===== config.mk =====
export PLATFORM = sky130hd
export DESIGN_NAME = fbe_erase_check
export DESIGN_NICKNAME = d
export VERILOG_FILES = /design/src/inc/fbe_pkg.sv /design/src/core/fbe_erase_check.sv /design/src/core/fbe_block_state.sv
export SDC_FILE = /design/constraint.sdc
export NUM_CORES = 1
export LEC_CHECK = 0
export BUFFER_PORTS_ARGS = -buffer_cell sky130_fd_sc_hd__buf_2
export CORE_UTILIZATION = 50
export CTS_BUF_LIST = sky130_fd_sc_hd__clkbuf_16
export CTS_CLUSTER_SIZE = 25
export DETAILED_ROUTE_END_ITERATION = 6
export GPL_ROUTABILITY_DRIVEN = 0
export HOLD_SLACK_MARGIN = 0.12
export PLACE_DENSITY = 0.77
export REMOVE_ABC_BUFFERS = 1
export SLEW_MARGIN = 20
export SYNTH_ARGS = -nofsm -noshare
export SYNTH_HDL_FRONTEND = slang
export SYNTH_SLANG_ARGS = --single-unit

===== constraint.sdc =====
create_clock -name clk_sys_in -period 3.3 [get_ports clk_sys_in]
set_input_delay 0.66 -clock clk_sys_in [delete_from_list [all_inputs] [get_ports clk_sys_in]]
set_output_delay 0.66 -clock clk_sys_in [all_outputs]
set_load 0.03 [all_outputs]

===== src/inc/fbe_pkg.sv =====
// Package for the flash block-erase check block: parameter layouts, codes
// and timing. Assumes a 125 MHz system clock.
package fbe_pkg;

  localparam int unsigned CLK_MHZ = 125;
  // Erase pulse length in microseconds and its cycle count, rounded down.
  localparam int unsigned ERASE_TIME_US = 2;
  localparam int unsigned ERASE_CYCLES = ERASE_TIME_US * CLK_MHZ;
  localparam logic [15:0] ERASE_CNT_LAST = 16'(ERASE_CYCLES - 1);

  localparam logic [7:0] KEY_UNLOCK = 8'h5a;
  localparam logic [7:0] ARRAY_SEL_USER_BOOT = 8'haa;
  // The block count conflicts between 16 and 24; this design accepts 16.
  localparam logic [7:0] LAST_BLOCK = 8'h0f;
  localparam int unsigned NUM_BLOCKS = 16;

  localparam int unsigned RES_OVERALL_FAIL_BIT = 0;
  localparam int unsigned RES_BLOCK_SEL_ERR_BIT = 3;
  localparam int unsigned RES_KEY_ERR_BIT = 4;
  localparam int unsigned RES_EXEC_ERR_BIT = 5;
  localparam int unsigned RES_PROTECT_ERR_BIT = 6;
  localparam int unsigned RES_UNUSED_TOP_BIT = 7;
  localparam int unsigned RES_UNUSED_HI_BIT = 2;
  localparam int unsigned RES_UNUSED_LO_BIT = 1;
  localparam logic [7:0] RESULT_CLEAR = 8'h00;

  typedef struct packed {
    logic        start;
    logic [31:0] block_select;
    logic [7:0]  flash_key;
    logic [7:0]  array_select;
    logic        error_protect_flag;
    logic        settings_changed;
  } fbe_req_type;

  typedef struct packed {
    logic       busy;
    logic       done;
    logic [7:0] result;
  } fbe_rsp_type;

endpackage


===== src/core/fbe_erase_check.sv =====
// Flash block-erase parameter check and result reporting sequencer.
// Assumes software loads the request fields before pulsing start.
`timescale 1ns/100ps
module fbe_erase_check (
  input  wire logic                 clk_sys_in,
  input  wire logic                 nrst_in,
  input  wire fbe_pkg::fbe_req_type req_in,
  output fbe_pkg::fbe_rsp_type      rsp_out,
  output logic                      erase_en_out,
  output logic [3:0]                erase_block_out,
  output logic                      block_erased_out
);
  typedef enum logic [1:0] {ST_IDLE, ST_CHECK, ST_ERASE, ST_DONE}
    fbe_state_type;

  fbe_state_type state_reg;
  fbe_state_type state_next;
  logic [7:0]    result_reg;
  logic [7:0]    result_next;
  logic [7:0]    index_reg;
  logic [15:0]   cnt_reg;
  logic          done_reg;
  logic          erase_en_reg;
  logic          busy_reg;
  logic          fail_seen_reg;

  // The upper 24 bits are ignored; only the low byte names the block.
  wire logic [7:0] block_index = req_in.block_select[7:0];
  wire logic range_err = index_reg > fbe_pkg::LAST_BLOCK;
  wire logic key_err = req_in.flash_key != fbe_pkg::KEY_UNLOCK;
  wire logic prot_err = req_in.error_protect_flag;
  wire logic boot_sel =
    req_in.array_select == fbe_pkg::ARRAY_SEL_USER_BOOT;
  wire logic pre_err = range_err | key_err | prot_err | boot_sel;
  wire logic cnt_last = cnt_reg == fbe_pkg::ERASE_CNT_LAST;

  always_comb begin
    state_next = state_reg;
    result_next = result_reg;
    case (state_reg)
      ST_IDLE: begin
        if (req_in.start) begin
          state_next = ST_CHECK;
          result_next = fbe_pkg::RESULT_CLEAR;
        end
      end
      ST_CHECK: begin
        result_next[fbe_pkg::RES_PROTECT_ERR_BIT] = prot_err;
        result_next[fbe_pkg::RES_EXEC_ERR_BIT] = boot_sel;
        result_next[fbe_pkg::RES_KEY_ERR_BIT] = key_err;
        result_next[fbe_pkg::RES_BLOCK_SEL_ERR_BIT] = range_err;
        result_next[fbe_pkg::RES_OVERALL_FAIL_BIT] = pre_err;
        state_next = pre_err ? ST_DONE : ST_ERASE;
      end
      ST_ERASE: begin
        if (cnt_last) begin
          state_next = ST_DONE;
          if (fail_seen_reg || req_in.settings_changed) begin
            result_next[fbe_pkg::RES_EXEC_ERR_BIT] = 1'b1;
            result_next[fbe_pkg::RES_OVERALL_FAIL_BIT] = 1'b1;
          end
        end
      end
      ST_DONE: begin
        state_next = ST_IDLE;
      end
      default: begin
        state_next = ST_IDLE;
      end
    endcase
    result_next[fbe_pkg::RES_UNUSED_TOP_BIT] = 1'b0;
    result_next[fbe_pkg::RES_UNUSED_HI_BIT] = 1'b0;
    result_next[fbe_pkg::RES_UNUSED_LO_BIT] = 1'b0;
  end

  always_ff @(posedge clk_sys_in) begin
    if (!nrst_in) begin
      state_reg <= ST_IDLE;
      result_reg <= fbe_pkg::RESULT_CLEAR;
    end else begin
      state_reg <= state_next;
      result_reg <= result_next;
    end
  end

  // The index is latched once so a single block is named per request.
  always_ff @(posedge clk_sys_in) begin
    if (!nrst_in) begin
      index_reg <= 8'h00;
    end else if (state_reg == ST_IDLE && req_in.start) begin
      index_reg <= block_index;
    end
  end

  always_ff @(posedge clk_sys_in) begin
    if (!nrst_in) begin
      cnt_reg <= 16'h0000;
    end else if (state_reg == ST_ERASE) begin
      cnt_reg <= cnt_reg + 16'h0001;
    end else begin
      cnt_reg <= 16'h0000;
    end
  end

  // A settings change anywhere during the pulse is remembered.
  always_ff @(posedge clk_sys_in) begin
    if (!nrst_in) begin
      fail_seen_reg <= 1'b0;
    end else if (state_reg == ST_ERASE) begin
      fail_seen_reg <= fail_seen_reg | req_in.settings_changed;
    end else begin
      fail_seen_reg <= 1'b0;
    end
  end

  always_ff @(posedge clk_sys_in) begin
    if (!nrst_in) begin
      erase_en_reg <= 1'b0;
      busy_reg <= 1'b0;
      done_reg <= 1'b0;
    end else begin
      erase_en_reg <= state_next == ST_ERASE;
      busy_reg <= state_next != ST_IDLE;
      done_reg <= state_next == ST_DONE;
    end
  end

  wire logic mem_wr = state_reg == ST_ERASE && cnt_last;

  fbe_block_state u_state (
    .clk_sys_in (clk_sys_in),
    .nrst_in    (nrst_in),
    .wr_en_in   (mem_wr),
    .wr_addr_in (index_reg[3:0]),
    .wr_data_in (~(fail_seen_reg | req_in.settings_changed)),
    .rd_addr_in (req_in.block_select[3:0]),
    .rd_data_out(block_erased_out)
  );

  assign erase_en_out = erase_en_reg;
  assign erase_block_out = index_reg[3:0];
  assign rsp_out.busy = busy_reg;
  assign rsp_out.done = done_reg;
  assign rsp_out.result = result_reg;

  wire logic res_fail = result_reg[fbe_pkg::RES_OVERALL_FAIL_BIT];
  wire logic res_bsel = result_reg[fbe_pkg::RES_BLOCK_SEL_ERR_BIT];
  wire logic res_key = result_reg[fbe_pkg::RES_KEY_ERR_BIT];
  wire logic res_exec = result_reg[fbe_pkg::RES_EXEC_ERR_BIT];
  wire logic res_prot = result_reg[fbe_pkg::RES_PROTECT_ERR_BIT];
  wire logic res_any = res_bsel | res_key | res_exec | res_prot;

  bit7_zero_a: assert property (
    @(posedge clk_sys_in) disable iff (!nrst_in)
    !result_reg[fbe_pkg::RES_UNUSED_TOP_BIT])
    else $error("Result bit 7 not zero.");
  low_bits_zero_a: assert property (
    @(posedge clk_sys_in) disable iff (!nrst_in)
    !result_reg[fbe_pkg::RES_UNUSED_HI_BIT]
    && !result_reg[fbe_pkg::RES_UNUSED_LO_BIT])
    else $error("Result bits 2..1 not zero.");
  range_no_erase_a: assert property (
    @(posedge clk_sys_in) disable iff (!nrst_in)
    state_reg == ST_CHECK && range_err
    |=> (res_bsel && !erase_en_out) [*2])
    else $error("Bad block erased.");
  key_flag_a: assert property (
    @(posedge clk_sys_in) disable iff (!nrst_in)
    state_reg == ST_CHECK |=> res_key == $past(key_err))
    else $error("Key error bit wrong.");
  protect_a: assert property (
    @(posedge clk_sys_in) disable iff (!nrst_in)
    state_reg == ST_CHECK && prot_err |=> res_prot && !erase_en_out)
    else $error("Protect state not honoured.");
  boot_sel_a: assert property (
    @(posedge clk_sys_in) disable iff (!nrst_in)
    state_reg == ST_CHECK && boot_sel |=> res_exec && !erase_en_out)
    else $error("Boot array select not refused.");
  fail_sum_a: assert property (
    @(posedge clk_sys_in) disable iff (!nrst_in)
    done_reg |-> res_fail == res_any)
    else $error("Overall fail bit wrong.");
  clear_start_a: assert property (
    @(posedge clk_sys_in) disable iff (!nrst_in)
    state_reg == ST_IDLE && req_in.start
    |=> result_reg == fbe_pkg::RESULT_CLEAR)
    else $error("Result not cleared.");
  one_block_a: assert property (
    @(posedge clk_sys_in) disable iff (!nrst_in)
    erase_en_out && $past(erase_en_out) |-> $stable(erase_block_out))
    else $error("Block changed.");
  exec_err_a: assert property (
    @(posedge clk_sys_in) disable iff (!nrst_in)
    state_reg == ST_ERASE && cnt_last && req_in.settings_changed
    |=> res_exec && res_fail)
    else $error("Execution error lost.");

  ok_cov_c: cover property (@(posedge clk_sys_in)
    done_reg && result_reg == 8'h00);
  range_cov_c: cover property (@(posedge clk_sys_in)
    done_reg && result_reg[3]);
  key_cov_c: cover property (@(posedge clk_sys_in)
    done_reg && result_reg[4]);
  exec_cov_c: cover property (@(posedge clk_sys_in)
    done_reg && res_exec);
endmodule


===== src/core/fbe_block_state.sv =====
// Small per-block memory of erase state: one erased flag per block.
// Assumes use by the erase sequencer on the same clock, with separate write and read addresses.
`timescale 1ns/100ps
module fbe_block_state (
  input  wire logic       clk_sys_in,
  input  wire logic       nrst_in,
  input  wire logic       wr_en_in,
  input  wire logic [3:0] wr_addr_in,
  input  wire logic       wr_data_in,
  input  wire logic [3:0] rd_addr_in,
  output logic            rd_data_out
);
  logic [fbe_pkg::NUM_BLOCKS-1:0] mem_reg;

  genvar g;
  generate
    for (g = 0; g < fbe_pkg::NUM_BLOCKS; g++) begin : g_ent
      always_ff @(posedge clk_sys_in) begin
        if (!nrst_in) begin
          mem_reg[g] <= 1'b0;
        end else if (wr_en_in && wr_addr_in == 4'(g)) begin
          mem_reg[g] <= wr_data_in;
        end
      end
    end
  endgenerate

  always_ff @(posedge clk_sys_in) begin
    if (!nrst_in) begin
      rd_data_out <= 1'b0;
    end else begin
      rd_data_out <= mem_reg[rd_addr_in];
    end
  end
endmodule


==> tab_implementation.tex <==
\begin{tabular}{lr}
\hline
Metric & Value \\
\hline
\multicolumn{2}{l}{\textbf{Outcome}} \\
\quad Result of the run & finished, violations left \\
\quad Violations in the final reports & DRC \\
\multicolumn{2}{l}{\textbf{GRT}} \\
\quad Met2 usage in global routing & 32.2\% \\
\quad GR met3 Demand/Resource & 4.70\% \\
\quad GR Overflow Total & 0 \\
\quad Met1 usage in global routing & 24.6\% \\
\quad Total routing resource utilization after global routing & 19.3\% \\
\quad Grt peak-use layer & met2 \\
\quad Largest net degree at the start of global routing & 21 \\
\quad Via count of the first global-routing pass & 1753 \\
\quad First-pass GRT wire length & 7720 um \\
\quad Number of antenna violations at the first check in global routing & 0 \\
\multicolumn{2}{l}{\textbf{Cells and area}} \\
\quad Number of nets in the layout & 335 \\
\quad Number of standard cells in the final layout excluding fillers & 329 \\
\quad Most common cell after layout, fill and taps aside & sky130\_fd\_sc\_hd\_\_dfxtp\_1 \\
\quad Layout overhead on the synthesized area & 12.4\% \\
\quad End-of-flow core utilization & 59.7\% \\
\quad Number of inserted diodes & 0 \\
\quad Area occupied by multi-input gates & 1200 um2 \\
\quad Fillcell total & 393 \\
\quad Seq. cell area & 1040 um2 \\
\quad Fraction of layout cells with a size suffix above 1 & 20.2\% \\
\quad Commonest non-fill, non-tap cells in the layout & sky130\_fd\_sc\_hd\_\_dfxtp\_1, sky130\_fd\_sc\_hd\_\_buf\_2, sky130\_fd\_sc\_hd\_\_nor2\_1 \\
\multicolumn{2}{l}{\textbf{Place}} \\
\quad Place WS & 0.662 ns \\
\quad HPWL after detailed placement & 3210 um \\
\quad Number of buffers added on ports & 41 \\
\quad Cells after DPL & 322 \\
\multicolumn{2}{l}{\textbf{Clock network}} \\
\quad Clock latency on the worst-skew pair & 0.29 ns \\
\quad Deepest level of the CTS H-tree & 2 \\
\quad Number of clock sinks & 52 \\
\quad Number of buffers created by CTS & 5 \\
\quad Clock transition at path regs & 0.06 ns \\
\quad Cell chosen for the clock root & sky130\_fd\_sc\_hd\_\_clkbuf\_16 \\
\quad Post-CTS setup-driven buffer insertion count & 0 \\
\quad Maximum buffer depth of the clock tree & 2 \\
\quad Cts-stage hold buffer count & 0 \\
\quad CTS tree & built \\
\quad Gates resized, CTS repair & 0 \\
\multicolumn{2}{l}{\textbf{Floorplanning}} \\
\quad Total die area & 5030 um2 \\
\quad Number of placement rows & 24 \\
\quad Initial standard-cell utilization of the core & 53.1\% \\
\quad Area of the core & 4470 um2 \\
\quad Die width & 71.0 um \\
\quad Die span in y & 71.0 um \\
\quad Number of ports placed on the die boundary & 69 \\
\multicolumn{2}{l}{\textbf{Worst setup path}} \\
\quad WP data arrival & 2.82 ns \\
\quad Worst path cell trace & inv\_1 > ha\_1 > or4b\_1 > nor4\_4 > or3b\_1 > o311ai\_2 > o41ai\_2 \\
\quad Worst reg-to-reg path cell count & 7 \\
\quad Required time reported for the critical path endpoint & 3.46 ns \\
\quad Worst setup path class & reg2reg \\
\quad Critical path buffer and inverter count & 1 \\
\quad Worst setup slack for register-to-register paths & 0.65 ns \\
\quad R2R Path End & u\_state.mem\_reg[0] \\
\quad Slowest Stage Delay on Critical Path & 0.54 ns \\
\quad Sort of element at the start of the critical path & flip-flop \\
\quad Cell type of the slowest stage on the worst timing path & sky130\_fd\_sc\_hd\_\_or3b\_1 \\
\quad Largest fanout on the critical path & 8 \\
\quad Worst flop-to-flop path startpoint & state\_reg[0] \\
\quad Kind of end point of the critical path & flip-flop \\
\quad Worst path top cell family by delay & simple AND/OR/NAND/NOR gates \\
\multicolumn{2}{l}{\textbf{STA}} \\
\quad Final Setup Violations & 0 \\
\quad Worst slew pin tran & 0.558 ns \\
\quad Maximum clock skew at final layout & 0.00687 ns \\
\quad Worst Setup Slack, final & 0.646 ns \\
\quad Slew margin rel. & 62.7\% \\
\quad Post-route minimum period & 2.65 ns \\
\quad Fmax achieved & 377 MHz \\
\quad Hold Violations, Final & 0 \\
\quad RSZ-0062 raised after global routing & false \\
\quad Final Max Slew Viols & 0 \\
\quad Final setup TNS & 0 ns \\
\quad Post-route clock period utilization & 80.4\% \\
\multicolumn{2}{l}{\textbf{Min path}} \\
\quad Startpoint of the worst hold path & index\_reg[7] \\
\quad Tightest Hold Check Type & reg2reg \\
\quad Count of cells along the worst hold path & 2 \\
\quad Worst Hold Path EP & index\_reg[7] \\
\multicolumn{2}{l}{\textbf{Yosys}} \\
\quad Mapped Area & 2380 um2 \\
\quad Post-synthesis async set-or-reset flop share & 0\% \\
\quad Count of flip-flops with a built-in enable after synthesis & 0 \\
\quad Mean instance size in the synthesized netlist & 9.55 um2 \\
\quad Yosys warns & 0 \\
\quad Count of cell types in the netlist & 43 \\
\quad Cell count after synthesis & 249 \\
\quad Top\_reg\_cell synth & sky130\_fd\_sc\_hd\_\_dfxtp\_1 \\
\quad Sequential area share after synthesis & 43.8\% \\
\quad Count of state elements after synthesis & 52 \\
\multicolumn{2}{l}{\textbf{Power}} \\
\quad P per Cell Area & 624 nW/um2 \\
\quad Worst vdd rail ir drop & 253 uV \\
\quad Total leakage power & 1.01 nW \\
\multicolumn{2}{l}{\textbf{Job}} \\
\quad Max\_cap viols & 0 \\
\multicolumn{2}{l}{\textbf{Detailed routing}} \\
\quad Detailed Route WL & 4490 um \\
\quad Drt initial violations & 132 \\
\quad Vias/cell & 5.70 \\
\quad Iteration count of the initial detailed-routing pass & 7 \\
\quad Via count & 1875 \\
\quad Routed length per placed instance & 13.6 um \\
\quad Number of antenna-violating nets in the routed design & 0 \\
\quad Drt drc & 4 \\
\hline
\end{tabular}
## cells by family after synthesis
family / count (synthesis) / share of synthesized area, %
XOR/XNOR: 12 / 4.42
flip-flops: 52 / 43.8
buffers and inverters: 28 / 5.89
AO/OA/AOI/OAI: 56 / 17.5
other: 1 / 0.158
adder cells (fa/ha/maj): 5 / 2.63
AND/OR/NAND/NOR: 88 / 20.0
multiplexers: 7 / 5.58
## Yosys cell counts, types with 3 or more instances
master,count,share of area [%]
sky130_fd_sc_hd__buf_1,3,0.47
sky130_fd_sc_hd__nor2_1,24,3.8
sky130_fd_sc_hd__nand2b_1,3,0.79
sky130_fd_sc_hd__ha_1,5,2.6
sky130_fd_sc_hd__a21oi_1,12,2.5
sky130_fd_sc_hd__and2_1,4,1.1
sky130_fd_sc_hd__dfxtp_1,52,44
sky130_fd_sc_hd__buf_4,9,2.8
sky130_fd_sc_hd__nor4bb_1,4,1.7
sky130_fd_sc_hd__inv_1,6,0.95
sky130_fd_sc_hd__and3_1,3,0.79
sky130_fd_sc_hd__o41ai_1,3,1.1
sky130_fd_sc_hd__clkbuf_1,9,1.4
sky130_fd_sc_hd__nand2_1,19,3.0
sky130_fd_sc_hd__nand3_1,16,3.4
sky130_fd_sc_hd__nand4_1,4,1.1
sky130_fd_sc_hd__a32oi_1,3,1.1
sky130_fd_sc_hd__mux4_2,5,4.7
sky130_fd_sc_hd__a31oi_1,3,0.79
sky130_fd_sc_hd__o211ai_1,12,3.8
sky130_fd_sc_hd__o31ai_1,12,3.8
sky130_fd_sc_hd__o311ai_0,3,1.1
sky130_fd_sc_hd__xor2_1,10,3.7
## worst min-delay path, stage by stage, from the launching register on
cell and delay (ns):
sky130_fd_sc_hd__dfxtp_1 0.31, sky130_fd_sc_hd__nand2_1 0.05, sky130_fd_sc_hd__a21oi_1 0.05
## through the flow
stage	total power [mW]	instance area, um2	hold slack (ns)
floorplan	1.07	2270	0.431
global placement	1.19	2540	0.439
detailed placement	1.20	2540	0.450
CTS	1.68	2670	0.458
global route	1.76	2670	0.470
finish	1.67	2670	0.454
## final cells by class
type                       count  area share [%]
multi-input combinational    171            45.1
sequential                    52            39.0
clock buffer                   5            4.68
inverter                       6           0.843
clock inverter                 2           0.328
timing repair buffer          41            7.68
tap                           52            2.44
## routing by layer
metal / vias up / share of wire, % / routed length [um]
met1: 872 / 47 / 2120
met3: 6 / 4.8 / 217
li1: 960 / - / -
met2: 37 / 47 / 2090
met5: - / 0 / 0
met4: 0 / 1.4 / 61
## power breakdown
group	switching [mW]	internal (mW)	leakage, nW	total, mW
Clock	0.208	0.272	0.0709	0.481
Sequential	0.0479	0.689	0.421	0.737
Combinational	0.300	0.149	0.522	0.449
## worst max path at each step
stage                 start                  to  slack, ns  cells after the start
6_report       state_reg[0]  u_state.mem_reg[0]       0.65                      7
5_1_grt        state_reg[0]  u_state.mem_reg[0]       0.48                      7
4_1_cts        state_reg[0]  u_state.mem_reg[0]       0.64                      7
3_5_place_dp   state_reg[0]  u_state.mem_reg[0]       0.66                      7
3_3_place_gp   state_reg[0]  u_state.mem_reg[0]       0.71                      7
2_1_floorplan  state_reg[0]  u_state.mem_reg[0]       0.89                      7
Power figures use the tool's default switching activity.
